===== src/rtl/lgpdt_pkg.sv =====
/*
  Package for the LED gray-level PWM and current-trim core: widths, packet
  layout, mode and state codes, timing counts and the carrier structs.
  Assumes a 200 MHz system clock that samples every link pin.
*/
package lgpdt_pkg;

  // ==========================================================================
  // Geometry
  localparam int CHANNELS      = 16;
  localparam int GRAY_BITS     = 12;
  localparam int TRIM_BITS     = 6;
  localparam int GRAY_LEN      = 192;
  localparam int TRIM_LEN      = 96;
  localparam int TRIM_FULL     = 63;

  // ==========================================================================
  // Status packet layout
  localparam int STAT_OPEN_LSB = 0;
  localparam int STAT_TEMP_BIT = 16;
  localparam int STAT_TRIM_LSB = 24;
  localparam int STAT_TRIM_MSB = 119;

  // ==========================================================================
  // Counter and timing
  localparam logic [11:0] COUNT_MAX      = 12'hFFF;
  localparam int          CLK_PERIOD_PS  = 5000;
  localparam int          OPEN_DETECT_NS = 1000;
  localparam int          OPEN_DETECT_CYC =
    (OPEN_DETECT_NS * 1000) / CLK_PERIOD_PS;
  localparam int          SYNC_STAGES    = 3;

  // ==========================================================================
  // Types
  typedef logic [GRAY_LEN-1:0]          lgpdt_shift_t;
  typedef logic [TRIM_LEN-1:0]          lgpdt_trim_t;
  typedef logic [CHANNELS*GRAY_BITS-1:0] lgpdt_gray_t;

  typedef enum logic [1:0] {
    LGPDT_GRAY = 2'b01,
    LGPDT_TRIM = 2'b10
  } lgpdt_mode_e;

  typedef enum logic [2:0] {
    PWM_IDLE  = 3'b001,
    PWM_RUN   = 3'b010,
    PWM_DONE  = 3'b100
  } lgpdt_pwm_e;

  // Link pin group after synchronisation
  typedef struct packed {
    logic serialIn;
    logic shiftClk;
    logic latchStrobe;
    logic mode;
    logic blank;
    logic pwmCountClk;
  } lgpdt_link_s;

  // Analog-side status coming back to the logic
  typedef struct packed {
    logic [CHANNELS-1:0] lowVoltage;
    logic                overTemp;
  } lgpdt_sense_s;

endpackage


===== src/rtl/lgpdt_core.sv =====
/*
  LED gray-level PWM and current-trim core: serial shift register, trim and
  gray-level latches, status packet, gray-level counter and sink enables.
  Assumes every link pin is asynchronous and is sampled by the 200 MHz clk;
  the analog side supplies per-channel low-voltage and a single over-temperature flag.
*/
`timescale 1ns/100ps
module lgpdt_core
  import lgpdt_pkg::*;
#(
  parameter int OPEN_DELAY_CYC = OPEN_DETECT_CYC,
  parameter int FIFO_DEPTH     = 16
)
(
  // Clock and reset
  input  wire logic                clk,
  input  wire logic                rst,
  // Serial link pins
  input  wire logic                serialIn,
  input  wire logic                shiftClk,
  input  wire logic                latchStrobe,
  input  wire logic                modeSel,
  input  wire logic                blank,
  input  wire logic                pwmCountClk,
  output logic                     serialOut,
  // Error pin, open drain
  output logic                     errorOut_n,
  output logic                     errorOutEn,
  // Analog side
  input  wire logic [CHANNELS-1:0] lowVoltage,
  input  wire logic                overTemp,
  output logic [CHANNELS-1:0]      sinkChannel,
  output logic [TRIM_LEN-1:0]      currentTrim
);

  initial
  begin
    if (OPEN_DELAY_CYC < 1 || OPEN_DELAY_CYC > 1023)
      $error("lgpdt_core: OPEN_DELAY_CYC out of range");
  end

  // ==========================================================================
  // Pin synchronisation
  lgpdt_link_s link, linkPrev_reg;
  logic [5:0]  linkRaw, linkLvl;

  assign linkRaw = {serialIn, shiftClk, latchStrobe, modeSel, blank, pwmCountClk};

  lgpdt_sync #(.WIDTH(6)) u_sync (
    .clk      (clk),
    .rst      (rst),
    .pinIn    (linkRaw),
    .levelOut (linkLvl)
  );

  assign link = lgpdt_link_s'(linkLvl);

  logic [CHANNELS:0] senseLvl;
  lgpdt_sync #(.WIDTH(CHANNELS+1)) u_sense (
    .clk      (clk),
    .rst      (rst),
    .pinIn    ({overTemp, lowVoltage}),
    .levelOut (senseLvl)
  );

  // Edge detection on filtered levels
  logic shiftRise, strobeRise, strobeFall, blankFall, pwmRise;
  always_comb
  begin
    shiftRise  = link.shiftClk && !linkPrev_reg.shiftClk;
    strobeRise = link.latchStrobe && !linkPrev_reg.latchStrobe;
    strobeFall = !link.latchStrobe && linkPrev_reg.latchStrobe;
    blankFall  = !link.blank && linkPrev_reg.blank;
    pwmRise    = link.pwmCountClk && !linkPrev_reg.pwmCountClk;
  end

  always_ff @(posedge clk)
  begin
    if (rst) linkPrev_reg <= '0;
    else     linkPrev_reg <= link;
  end

  // ==========================================================================
  // Serial bit FIFO: decouples sampled bits from the shift register update
  logic fifoInReady, fifoOutValid, fifoOutData, shiftTake;

  lgpdt_fifo #(.WIDTH(1), .DEPTH(FIFO_DEPTH)) u_fifo (
    .clk      (clk),
    .rst      (rst),
    .inValid  (shiftRise),
    .inReady  (fifoInReady),
    .inData   (link.serialIn),
    .outValid (fifoOutValid),
    .outReady (shiftTake),
    .outData  (fifoOutData)
  );

  // Shift stalls while a strobe is high so latch and shift never collide
  assign shiftTake = !link.latchStrobe;

  // ==========================================================================
  // Shift register, latches and status packet
  lgpdt_shift_t shift_reg, shift_next;
  lgpdt_trim_t  trim_reg, trim_next;
  lgpdt_gray_t  gray_reg, gray_next;
  logic [CHANNELS-1:0] openCap_reg, openCap_next;
  logic [CHANNELS-1:0] openFlag_reg, openFlag_next;
  logic         pendStatus_reg, pendStatus_next;
  logic         serialOut_reg, serialOut_next;

  // Status packet assembly from captured flags and trim readback
  function automatic lgpdt_shift_t statusPacket(input logic [CHANNELS-1:0] op,
                                                input logic tf,
                                                input lgpdt_trim_t tr);
    lgpdt_shift_t p;
    p = '0;
    p[STAT_OPEN_LSB +: CHANNELS]     = op;
    p[STAT_TEMP_BIT]                 = tf;
    p[STAT_TRIM_MSB:STAT_TRIM_LSB]   = tr;
    return p;
  endfunction

  always_comb
  begin
    shift_next      = shift_reg;
    trim_next       = trim_reg;
    gray_next       = gray_reg;
    openCap_next    = openCap_reg;
    pendStatus_next = 1'b0;
    // Bit enters at LSB, older bits move toward MSB; MSB-first data
    if (fifoOutValid && shiftTake)
      shift_next = {shift_reg[GRAY_LEN-2:0], fifoOutData};
    // Trim latch is level sensitive and ignores blank
    if (link.mode && link.latchStrobe)
      trim_next = shift_reg[TRIM_LEN-1:0];
    // Rising strobe in gray mode updates all channels at once
    if (!link.mode && strobeRise)
    begin
      gray_next       = shift_reg;
      pendStatus_next = 1'b1;
    end
    // Open flags caught as the strobe returns low
    if (strobeFall)
      openCap_next = openFlag_reg;
    // One cycle after the gray update the status replaces the data
    if (pendStatus_reg)
      shift_next = statusPacket(openCap_next, senseLvl[CHANNELS], trim_reg);
    // Serial out taps the active length end
    serialOut_next = link.mode ? shift_next[TRIM_LEN-1] : shift_next[GRAY_LEN-1];
  end

  always_ff @(posedge clk)
  begin
    if (rst)
    begin
      shift_reg      <= '0;
      trim_reg       <= '0;
      gray_reg       <= '0;
      openCap_reg    <= '0;
      pendStatus_reg <= 1'b0;
      serialOut_reg  <= 1'b0;
    end
    else
    begin
      shift_reg      <= shift_next;
      trim_reg       <= trim_next;
      gray_reg       <= gray_next;
      openCap_reg    <= openCap_next;
      pendStatus_reg <= pendStatus_next;
      serialOut_reg  <= serialOut_next;
    end
  end

  // ==========================================================================
  // Gray-level counter state machine
  lgpdt_pwm_e     pwm_reg, pwm_next;
  logic [11:0]    count_reg, count_next;
  logic [CHANNELS-1:0] on_reg, on_next;

  function automatic logic [GRAY_BITS-1:0] grayOf(input lgpdt_gray_t g, input int ch);
    return g[ch*GRAY_BITS +: GRAY_BITS];
  endfunction

  always_comb
  begin
    pwm_next   = pwm_reg;
    count_next = count_reg;
    on_next    = on_reg;
    unique case (pwm_reg)
      PWM_IDLE:
      begin
        if (pwmRise)
        begin
          count_next = count_reg + 12'h001;
          pwm_next   = PWM_RUN;
          for (int c = 0; c < CHANNELS; c++)
            on_next[c] = (grayOf(gray_reg, c) != 12'h000);
        end
      end
      PWM_RUN:
      begin
        if (pwmRise)
        begin
          count_next = count_reg + 12'h001;
          for (int c = 0; c < CHANNELS; c++)
            if (grayOf(gray_reg, c) == count_reg) on_next[c] = 1'b0;
          if (count_next == COUNT_MAX)
          begin
            pwm_next = PWM_DONE;
            on_next  = '0;
          end
        end
      end
      PWM_DONE:
      begin
        on_next = '0;
      end
    endcase
    // Blank wins over everything and clears the counter at once
    if (link.blank)
    begin
      pwm_next   = PWM_IDLE;
      count_next = 12'h000;
      on_next    = '0;
    end
  end

  always_ff @(posedge clk)
  begin
    if (rst)
    begin
      pwm_reg   <= PWM_IDLE;
      count_reg <= 12'h000;
      on_reg    <= '0;
    end
    else
    begin
      pwm_reg   <= pwm_next;
      count_reg <= count_next;
      on_reg    <= on_next;
    end
  end

  // ==========================================================================
  // Open detection: per-channel timer runs while sink on and voltage low
  logic [9:0]          openTmr_reg [CHANNELS];
  logic [9:0]          openTmr_next [CHANNELS];
  logic                errN_reg, errN_next;

  always_comb
  begin
    for (int c = 0; c < CHANNELS; c++)
    begin
      openTmr_next[c]  = 10'h000;
      openFlag_next[c] = 1'b0;
      if (on_reg[c] && !link.blank && senseLvl[c])
      begin
        openTmr_next[c]  = (openTmr_reg[c] == 10'(OPEN_DELAY_CYC)) ?
                           openTmr_reg[c] : openTmr_reg[c] + 10'h001;
        openFlag_next[c] = (openTmr_reg[c] == 10'(OPEN_DELAY_CYC));
      end
    end
    // Open flags are masked by blank, overtemp is not
    errN_next = !(senseLvl[CHANNELS] || (|openFlag_reg && !link.blank));
  end

  always_ff @(posedge clk)
  begin
    if (rst)
    begin
      for (int c = 0; c < CHANNELS; c++) openTmr_reg[c] <= 10'h000;
      openFlag_reg <= '0;
      errN_reg     <= 1'b1;
    end
    else
    begin
      openTmr_reg  <= openTmr_next;
      openFlag_reg <= openFlag_next;
      errN_reg     <= errN_next;
    end
  end

  // ==========================================================================
  // Outputs: blank gating applied before the output flop
  logic [CHANNELS-1:0] sink_reg;
  always_ff @(posedge clk)
  begin
    if (rst) sink_reg <= '0;
    else     sink_reg <= link.blank ? '0 : on_next;
  end

  assign sinkChannel = sink_reg;
  assign currentTrim = trim_reg;
  assign serialOut   = serialOut_reg;
  assign errorOut_n  = 1'b0;
  assign errorOutEn  = !errN_reg;   // Open drain: drive low only on error

  // ==========================================================================
  // Assertions
  blank_clears_a: assert property (@(posedge clk) disable iff (rst)
    link.blank |=> (count_reg == 12'h000) && (sink_reg == '0))
    else $error("blank did not clear counter and sinks");
  count_stops_a: assert property (@(posedge clk) disable iff (rst)
    (pwm_reg == PWM_DONE) && !link.blank |=> $stable(count_reg) && on_reg == '0)
    else $error("counter moved after reaching the end");
  gray_latch_a: assert property (@(posedge clk) disable iff (rst)
    (!link.mode && strobeRise) |=> gray_reg == $past(shift_reg))
    else $error("gray register not loaded on strobe rise");
  status_load_a: assert property (@(posedge clk) disable iff (rst)
    (!link.mode && strobeRise) |=> ##1 shift_reg[STAT_TRIM_MSB:STAT_TRIM_LSB] == trim_reg)
    else $error("status packet not loaded after gray update");
  trim_follow_a: assert property (@(posedge clk) disable iff (rst)
    (link.mode && link.latchStrobe) |=> trim_reg == $past(shift_reg[TRIM_LEN-1:0]))
    else $error("trim latch not transparent");
  trim_hold_a: assert property (@(posedge clk) disable iff (rst)
    !link.latchStrobe |=> $stable(trim_reg))
    else $error("trim changed with strobe low");
  shift_in_a: assert property (@(posedge clk) disable iff (rst)
    (fifoOutValid && shiftTake && !pendStatus_reg) |=> shift_reg[0] == $past(fifoOutData))
    else $error("serial bit not shifted in");
  serial_tap_a: assert property (@(posedge clk) disable iff (rst)
    !link.mode |=> serialOut_reg == shift_reg[GRAY_LEN-1])
    else $error("serial out not at register end");
  error_temp_a: assert property (@(posedge clk) disable iff (rst)
    senseLvl[CHANNELS] |=> errorOutEn)
    else $error("overtemp did not drive error");
  open_capture_a: assert property (@(posedge clk) disable iff (rst)
    strobeFall |=> openCap_reg == $past(openFlag_reg))
    else $error("open flags not captured on strobe fall");
  fifo_room_a: assert property (@(posedge clk) disable iff (rst)
    shiftRise |-> fifoInReady)
    else $error("serial bit arrived with the bit queue full");

  cover_gray_load_c: cover property (@(posedge clk) !link.mode && strobeRise);
  cover_trim_load_c: cover property (@(posedge clk) link.mode && strobeFall);
  cover_pwm_done_c:  cover property (@(posedge clk) pwm_reg == PWM_DONE);
  cover_open_c:      cover property (@(posedge clk) |openFlag_reg);
  cover_blank_end_c: cover property (@(posedge clk) blankFall);

endmodule


===== src/rtl/lgpdt_fifo.sv =====
/*
  Small flip-flop FIFO with valid/ready on both sides.
  Assumes one clock; a full FIFO drops ready so the source must stall.
*/
`timescale 1ns/100ps
module lgpdt_fifo
  import lgpdt_pkg::*;
#(
  parameter int WIDTH = 1,
  parameter int DEPTH = 16
)
(
  // Clock and reset
  input  wire logic             clk,
  input  wire logic             rst,
  // Write side
  input  wire logic             inValid,
  output logic                  inReady,
  input  wire logic [WIDTH-1:0] inData,
  // Read side
  output logic                  outValid,
  input  wire logic             outReady,
  output logic      [WIDTH-1:0] outData
);

  localparam int AW = (DEPTH > 1) ? $clog2(DEPTH) : 1;

  initial
  begin
    if (DEPTH < 2 || (DEPTH & (DEPTH - 1)) != 0)
      $error("lgpdt_fifo: DEPTH must be a power of two of at least 2");
  end

  logic [WIDTH-1:0] mem_reg [DEPTH];
  logic [AW-1:0]    wrPtr_reg, wrPtr_next, rdPtr_reg, rdPtr_next;
  logic [AW:0]      count_reg, count_next;
  logic             doWrite, doRead;

  // ==========================================================================
  // Pointer and occupancy update
  always_comb
  begin
    doWrite    = inValid && (count_reg != AW'(0) + (AW+1)'(DEPTH));
    doRead     = outReady && (count_reg != '0);
    wrPtr_next = doWrite ? wrPtr_reg + AW'(1) : wrPtr_reg;
    rdPtr_next = doRead ? rdPtr_reg + AW'(1) : rdPtr_reg;
    count_next = count_reg + (AW+1)'(doWrite) - (AW+1)'(doRead);
  end

  always_ff @(posedge clk)
  begin
    if (rst)
    begin
      wrPtr_reg <= '0;
      rdPtr_reg <= '0;
      count_reg <= '0;
    end
    else
    begin
      wrPtr_reg <= wrPtr_next;
      rdPtr_reg <= rdPtr_next;
      count_reg <= count_next;
    end
  end

  // Storage holds no reset: contents are qualified by count
  always_ff @(posedge clk)
  begin
    if (doWrite) mem_reg[wrPtr_reg] <= inData;
  end

  assign inReady  = (count_reg != (AW+1)'(DEPTH));
  assign outValid = (count_reg != '0);
  assign outData  = mem_reg[rdPtr_reg];

endmodule


===== src/rtl/lgpdt_sync.sv =====
/*
  Three-stage synchroniser with agreement filter for each link pin.
  Assumes pins are asynchronous to clk; output moves once stages 2 and 3 agree.
*/
`timescale 1ns/100ps
module lgpdt_sync
  import lgpdt_pkg::*;
#(
  parameter int WIDTH = 6
)
(
  // Clock and reset
  input  wire logic             clk,
  input  wire logic             rst,
  // Pins and filtered levels
  input  wire logic [WIDTH-1:0] pinIn,
  output logic      [WIDTH-1:0] levelOut
);

  initial
  begin
    if (WIDTH < 1) $error("lgpdt_sync: WIDTH must be positive");
  end

  logic [WIDTH-1:0] stage1_reg, stage2_reg, stage3_reg, level_reg;
  logic [WIDTH-1:0] level_next;

  // ==========================================================================
  // Filter: stage1 is only read by stage2, so no metastable value escapes
  always_comb
  begin
    level_next = level_reg;
    for (int i = 0; i < WIDTH; i++)
    begin
      if (stage2_reg[i] == stage3_reg[i]) level_next[i] = stage3_reg[i];
    end
  end

  always_ff @(posedge clk)
  begin
    if (rst)
    begin
      stage1_reg <= '0;
      stage2_reg <= '0;
      stage3_reg <= '0;
      level_reg  <= '0;
    end
    else
    begin
      stage1_reg <= pinIn;
      stage2_reg <= stage1_reg;
      stage3_reg <= stage2_reg;
      level_reg  <= level_next;
    end
  end

  assign levelOut = level_reg;

endmodule


===== config.mk =====
export PLATFORM = sky130hd
export DESIGN_NAME = lgpdt_core
export DESIGN_NICKNAME = d
export VERILOG_FILES = /design/src/rtl/lgpdt_pkg.sv /design/src/rtl/lgpdt_core.sv /design/src/rtl/lgpdt_fifo.sv /design/src/rtl/lgpdt_sync.sv
export SDC_FILE = /design/constraint.sdc
export NUM_CORES = 2
export LEC_CHECK = 0
export BUFFER_PORTS_ARGS = -buffer_cell sky130_fd_sc_hd__buf_2
export CAP_MARGIN = 10
export CORE_MARGIN = 2
export CORE_UTILIZATION = 40
export DETAILED_ROUTE_END_ITERATION = 6
export GPL_TIMING_DRIVEN = 0
export PLACE_DENSITY = 0.6
export SLEW_MARGIN = 20
export SYNTH_ARGS = -nofsm -noshare
export SYNTH_HDL_FRONTEND = slang
export SYNTH_SLANG_ARGS = --single-unit

===== constraint.sdc =====
create_clock -name clk -period 4 [get_ports clk]
set_input_delay 0.2 -clock clk [delete_from_list [all_inputs] [get_ports clk]]
set_output_delay 0.2 -clock clk [all_outputs]
set_load 0.01 [all_outputs]

Yosys cells after proc, flatten, opt, wreduce, memory -nomap -nowiden

Memory sizes are Yosys's and may differ from the RTL's. A register that Yosys moved wholly into a read port is not among the register bits.
Cells that the tools add are included.

Reduce and logical (&&, ||, !) cells: 91
Equality and inequality tests: 63
Bitwise logic cells: 16
Add/subtract/negate cells: 21
Mux-type cells: 34

Operators by type and width:

| cell                                            | count |
|---|---|
| two-way mux 192 bit                             | 2 |
| == test 12 bit                                  | 16 |
| nonzero test 12 bit                             | 16 |
| adder 10 x 1 -> 10 bit (second input constant)  | 16 |
| == test 10 x 8 -> 1 bit (second input constant) | 16 |
| two-way mux 16 bit                              | 5 |
| one-hot mux 16 bit (3 select lines)             | 1 |
| logical AND 1 bit                               | 41 |
| OR reduction 2 bit                              | 19 |
| == test 1 bit                                   | 23 |
| two-way mux 1 bit                               | 20 |
| inverter 1 bit                                  | 16 |
| OR reduction 16 bit                             | 1 |
| adder 12 x 1 -> 12 bit (second input constant)  | 1 |
| == test 12 bit (second input constant)          | 1 |
| two-way mux 3 bit                               | 3 |
| adder 4 x 1 -> 4 bit (second input constant)    | 2 |
| logical NOT 1 bit                               | 8 |
| two-way mux 4 bit                               | 2 |
| != test 2 bit (second input constant)           | 3 |
| one-hot mux 3 bit (2 select lines)              | 1 |
| adder 5 x 1 -> 5 bit                            | 1 |
| != test 5 bit (second input constant)           | 1 |
| nonzero test 5 bit                              | 1 |
| 8 further kinds                                 | 9 |

Bits in registers: 830
Bits of input ports: 25
Memories: 1
Output and inout port bits: 115
Word-level logic and storage cells: 306
RAM bits: 16

Memories:

| name           | words | bits a word | rd ports | clocked after Yosys merged registers in | wr ports | RTL line         | text |
|---|---|---|---|---|---|---|---|
| u_fifo.mem_reg | 16    | 1           | 1        | 1                                       | 1        | lgpdt_fifo.sv:34 | `logic [WIDTH-1:0] mem_reg [DEPTH];` |

Longest topological paths before layout

Depth after elaboration: 6
Gate-level depth with buffers: 16
Gate-level depth less buffers: 14

Modules after synthesis

From an unflattened synthesis, not the netlist that was laid out.

Cell total of the unflattened synthesis: 4195
Area total of the unflattened synthesis: 34468.1 sq um

Modules (own cells, without submodules):

| module               | sequential area each (sq um) | instances | area an instance (sq um) | cells each |
|---|---|---|---|---|
| lgpdt_core           | 14513.9                      | 1         | 30239.0                  | 3822 |
| lgpdt_sync (u_sense) | 1361.3                       | 1         | 1968.1                   | 177 |
| lgpdt_fifo           | 820.8                        | 1         | 1540.2                   | 134 |
| lgpdt_sync (u_sync)  | 480.5                        | 1         | 720.7                    | 62 |

Least setup slack after synthesis

OpenSTA, ideal clock, no wires.

Path type: flip-flop to flip-flop
Start point: reg u_fifo.count_reg[2]
End point: reg u_fifo.count_reg[4]
Buffers on the path: 2
Setup slack: 1.184 ns
Data required time: 3.872 ns
Period minus slack after synthesis: 2.816 ns
Cell stages (with the launch flop): 17
Setup time: 0.128 ns
Arrival: 2.689 ns
Cells stage by stage: dfxtp_1 -> inv_1 -> ha_1 -> nor3b_1 -> a21o_1 -> inv_2 -> buf_2 -> clkbuf_1 -> ha_1 -> inv_1 -> ha_1 -> fa_1 -> a21oi_1 -> nor2_1 -> nor2_1 -> xnor2_1 -> nor2_1

Word-level cells in the longest chain between the ends: 4
Elaborated cells on any way between the ends: 6
Those cells by class: add/sub: 2; eq/ne: 1; reduce/logical: 3

Ends and longest elaborated chain:

| element                     | RTL line         | text |
|---|---|---|
| start, declared             | lgpdt_fifo.sv:36 | `logic [AW:0] count_reg, count_next;` |
| start signal, assigned      | lgpdt_fifo.sv:62 | `count_reg <= count_next;` |
| != test 5 bit               | -                |  |
| logical AND 1 bit           | lgpdt_fifo.sv:43 | `doWrite = inValid && (count_reg != AW'(0) + (AW+1)'(DEPTH));` |
| adder 5 x 1 -> 5 bit        | lgpdt_fifo.sv:47 | `count_next = count_reg + (AW+1)'(doWrite) - (AW+1)'(doRead);` |
| subtractor 5 x 1 -> 5 bit * | lgpdt_fifo.sv:47 |  |

Every way passes the cells marked *; elsewhere a longest branch is shown, timed or not.
A chain may end at the register's enable or synchronous reset.

Final worst setup path

Ends and elaborated chain as after synthesis.

==> results summary <==
The core outline area came out at 85000 µm². The clock passes through at most 3 buffers. The final antenna-violating net count is 0. The run finished with clean final reports. After synthesis the cells add up to 34300 µm². The total count of hold-check failures in the final report is 0. The final setup slack of the worst path is 0.501 ns.

CTS built an H-tree with a depth of 3. The final period utilization came out at 87.5%. After detailed routing, the average wire length per cell comes to 18.4 µm. Setup repair after global routing left no endpoint under its margin. The via count of the first global-routing pass is ~27000. The sum of overflow across all layers after global routing came out at 0. The number of iterations in the first detailed-routing pass is 6. Counting I/O delays and the setup requirement, the final critical path takes around 3.5 ns. The first-pass GRT wire length came out at ~160000 µm. The routed wire length is between 100000 and 150000 µm.

The critical path in this run is classified as register to register. The number of standard-cell rows in the floorplan is about 110. The yosys synthesis warning count came out at 0. The initial antenna violation count came out at 0.

The detailed-route vias per instance came out at 5.22. The CTS tree is done. The number of nets at the end of the flow came out at approximately 4400. The clock-pin slew reported for the worst setup and hold paths after clock tree synthesis is 0.06 ns. The synthesized design spends more area on one cell type than any other, namely dfxtp_1.

The number of cell instances on the worst register-to-register path came out at 15. The share of synthesized flip-flops with an asynchronous set or reset came out at 0%. The vertical extent of the die came out at 297 µm. The number of clock buffers inserted by TritonCTS came out at a little over 90. The slew at the pin closest to its max-slew limit came out at between 1 and 1.5 ns.

The last weighted congestion value of the routability-driven placer came out at 0.875. The DRC violation count after routing is 0. The post-place setup slack came out at 0.110 ns. The post-synth net total came out at 4134. Broken down by cell family, the worst path's largest delay share belongs to adder cells. The area growth from synthesis to layout is 15.5%. The number of cells traversed by the worst hold path is 3. The number of vias after detailed routing came out at 28900. IR analysis of the VDD net gives a maximum drop of roughly 0.37 mV. The largest single stage delay on the critical path is about 0.59 ns. By instance count, the leading cell after synthesis is nand2_1.

The worst pin sits at a relative slew slack of around 25%. The initial cell density of the core is 40.3%. The classification of the worst-slack hold path is input pin to register.

For this design, the slowest cell found on the critical path is buf_2. After synthesis, the cell types taking the most area are dfxtp_1, nand2_1, xor2_1. Data arrives at the worst endpoint at about 4.0 ns. The sum of buffers and inverters on the critical path is 4. Input and output buffers added on the ports amount to 137. The maximum clock rate came out at 286 MHz. In this run the horizontal extent of the chip is 297 µm. Walking the worst path, the cells encountered are inv_1, ha_1, nor3b_1, a21o_1, inv_2, buf_2, ha_1, inv_1, ha_1, fa_1, a21oi_1, nor2_1, nor2_1, xnor2_1, nor2_1.

For this design the static power due to leakage is 14.9 nW. The HPWL after detailed placement is about 73000 µm. The number of DRC markers in iteration 0 is a little over 2000.

The sequential fraction of the synthesis area came out at approximately 50%. The global-route usage over all layers came out at a little under a quarter. The number of enable flip-flop cells after synthesis is 16.

The worst setup path is launched from a register. The worst setup path is captured at a register. The register bit total from synthesis is 850.

In this run the power density over the cells is around 470 nW/µm². The post-synthesis area per instance is 8.43 µm². The maximum number of pins on one net before global-route repair is 19. The number of standard cells after synthesis came out at 4063. The post-cts repair resize count is 0.

The commonest cells after synthesis are nand2_1, dfxtp_1, a21oi_1. The number of top-level pins came out at 140. The sink count of the clock tree is 850.

The clock latency on the worst-skew pair came out at 0.66 ns. The cell sitting at the root of the clock tree is a clkbuf_16. Counting distinct cell types in the post-synthesis netlist gives 52. The die area is about 90000 µm². The dominant synthesized flop cell is dfxtp_1. Clock skew on the completed layout was measured at 0.0193 ns.

The setup-violating endpoint count in the final report is 0. The number of stages on the worst setup path is 15. In the final layout, the share of cells above drive strength 1 is 7.47%. The number of max-slew violations in the final report is 0. In this run the worst path has a maximum fanout of 19. The count of max-cap constraint violations is 0. Data on the critical path is required at its endpoint by 4.50 ns. The top cell type by area accounts for 48.7% of the synthesized area. The aggregate negative setup slack came out at 0 ns.
-- cells in the final DEF (no fill, tap or decap), drive strengths merged, types with 22 or more instances in the layout --
cell type,count
xnor2,69
a311oi,103
nand4,49
dfxtp,834
inv,55
nand2,1060
nor2,331
buf,192
dlygate4sd3,23
o221ai,32
xor2,277
mux2i,29
o21ai,47
nor2b,80
nor4,101
clkbuf,324
ha,45
clkinv,22
nand3,109
a21oi,422
-- layout make-up --
class                           instances  area, µm²
Antenna cell                            1       2.50
Buffer                                246        993
Clock buffer                          133       2600
Clock inverter                         35        384
Fill cell                            8364      45400
Inverter                               50        188
Multi-Input combinational cell       2916      15900
Sequential cell                       850      17200
Tap cell                             1144       1430
Timing Repair Buffer                  160        916
-- power breakdown --
| part | switching [mW] | internal, mW |
|---|---|---|
| Clock | 3.59 | 4.87 |
| Combinational | 1.20 | 0.342 |
| Sequential | 0.0839 | 8.58 |
-- stage by stage --
| step | util [%] | power, mW | cell area, µm² | cells | hold WS, ns |
|---|---|---|---|---|---|
| 2_1_floorplan | - | 9.79 | 34300 | 4063 | 0.328 |
| 3_3_place_gp | 42.8 | 10.4 | 36400 | 5344 | 0.409 |
| 6_report | 46.6 | 18.7 | 39600 | 5535 | 0.305 |
| 5_1_grt | 46.6 | 19.3 | 39600 | 5534 | 0.292 |
| 4_1_cts | 46.6 | 18.8 | 39600 | 5535 | 0.280 |
| 3_5_place_dp | 42.8 | 10.4 | 36400 | 5344 | 0.415 |
-- metal layers --
metal  global-route usage (%)  vias to the layer above  wire, µm
met5                        0                        -         0
met4                     8.46                        0      3660
met3                     3.64                      208      6320
met2                     36.9                      894     46400
met1                     30.8                    13600     45600
li1                         -                    14200         -
-- cell families after synthesis --
group           after synthesis  synth area share [%]
other cells                   1                0.0109
fa+ha+maj                    46                  1.70
simple gates               1851                  23.6
buf+inv                     297                  3.46
xor+xnor                    346                  8.84
compound gates              634                  11.0
flops                       850                  50.1
mux                          38                  1.27
-- final timing paths --
check | startpoint | to | slack (ns)
worst min-delay path | lowVoltage[3] | u_sense.stage1_reg[3] | 0.31
worst min register to register | u_sense.stage1_reg[14] | u_sense.stage2_reg[14] | 0.44
worst max register to register | u_fifo.count_reg[2] | u_fifo.count_reg[4] | 0.50
worst max-delay path | u_fifo.count_reg[2] | u_fifo.count_reg[4] | 0.50
-- repair_timing --
| item | in CTS | in global routing |
|---|---|---|
| hold buffers | 23 | 0 |
| endpoints found under the setup margin | 0 | 1 |
| buffers inserted | 0 | 0 |
| endpoints found under the hold margin | 23 | 0 |
-- worst min-delay path: stages --
cell	delay [ns]
dlygate4sd3_1	0.51
buf_2	0.10
nor2b_1	0.10
No activity file was read; power rests on OpenSTA's default activity.
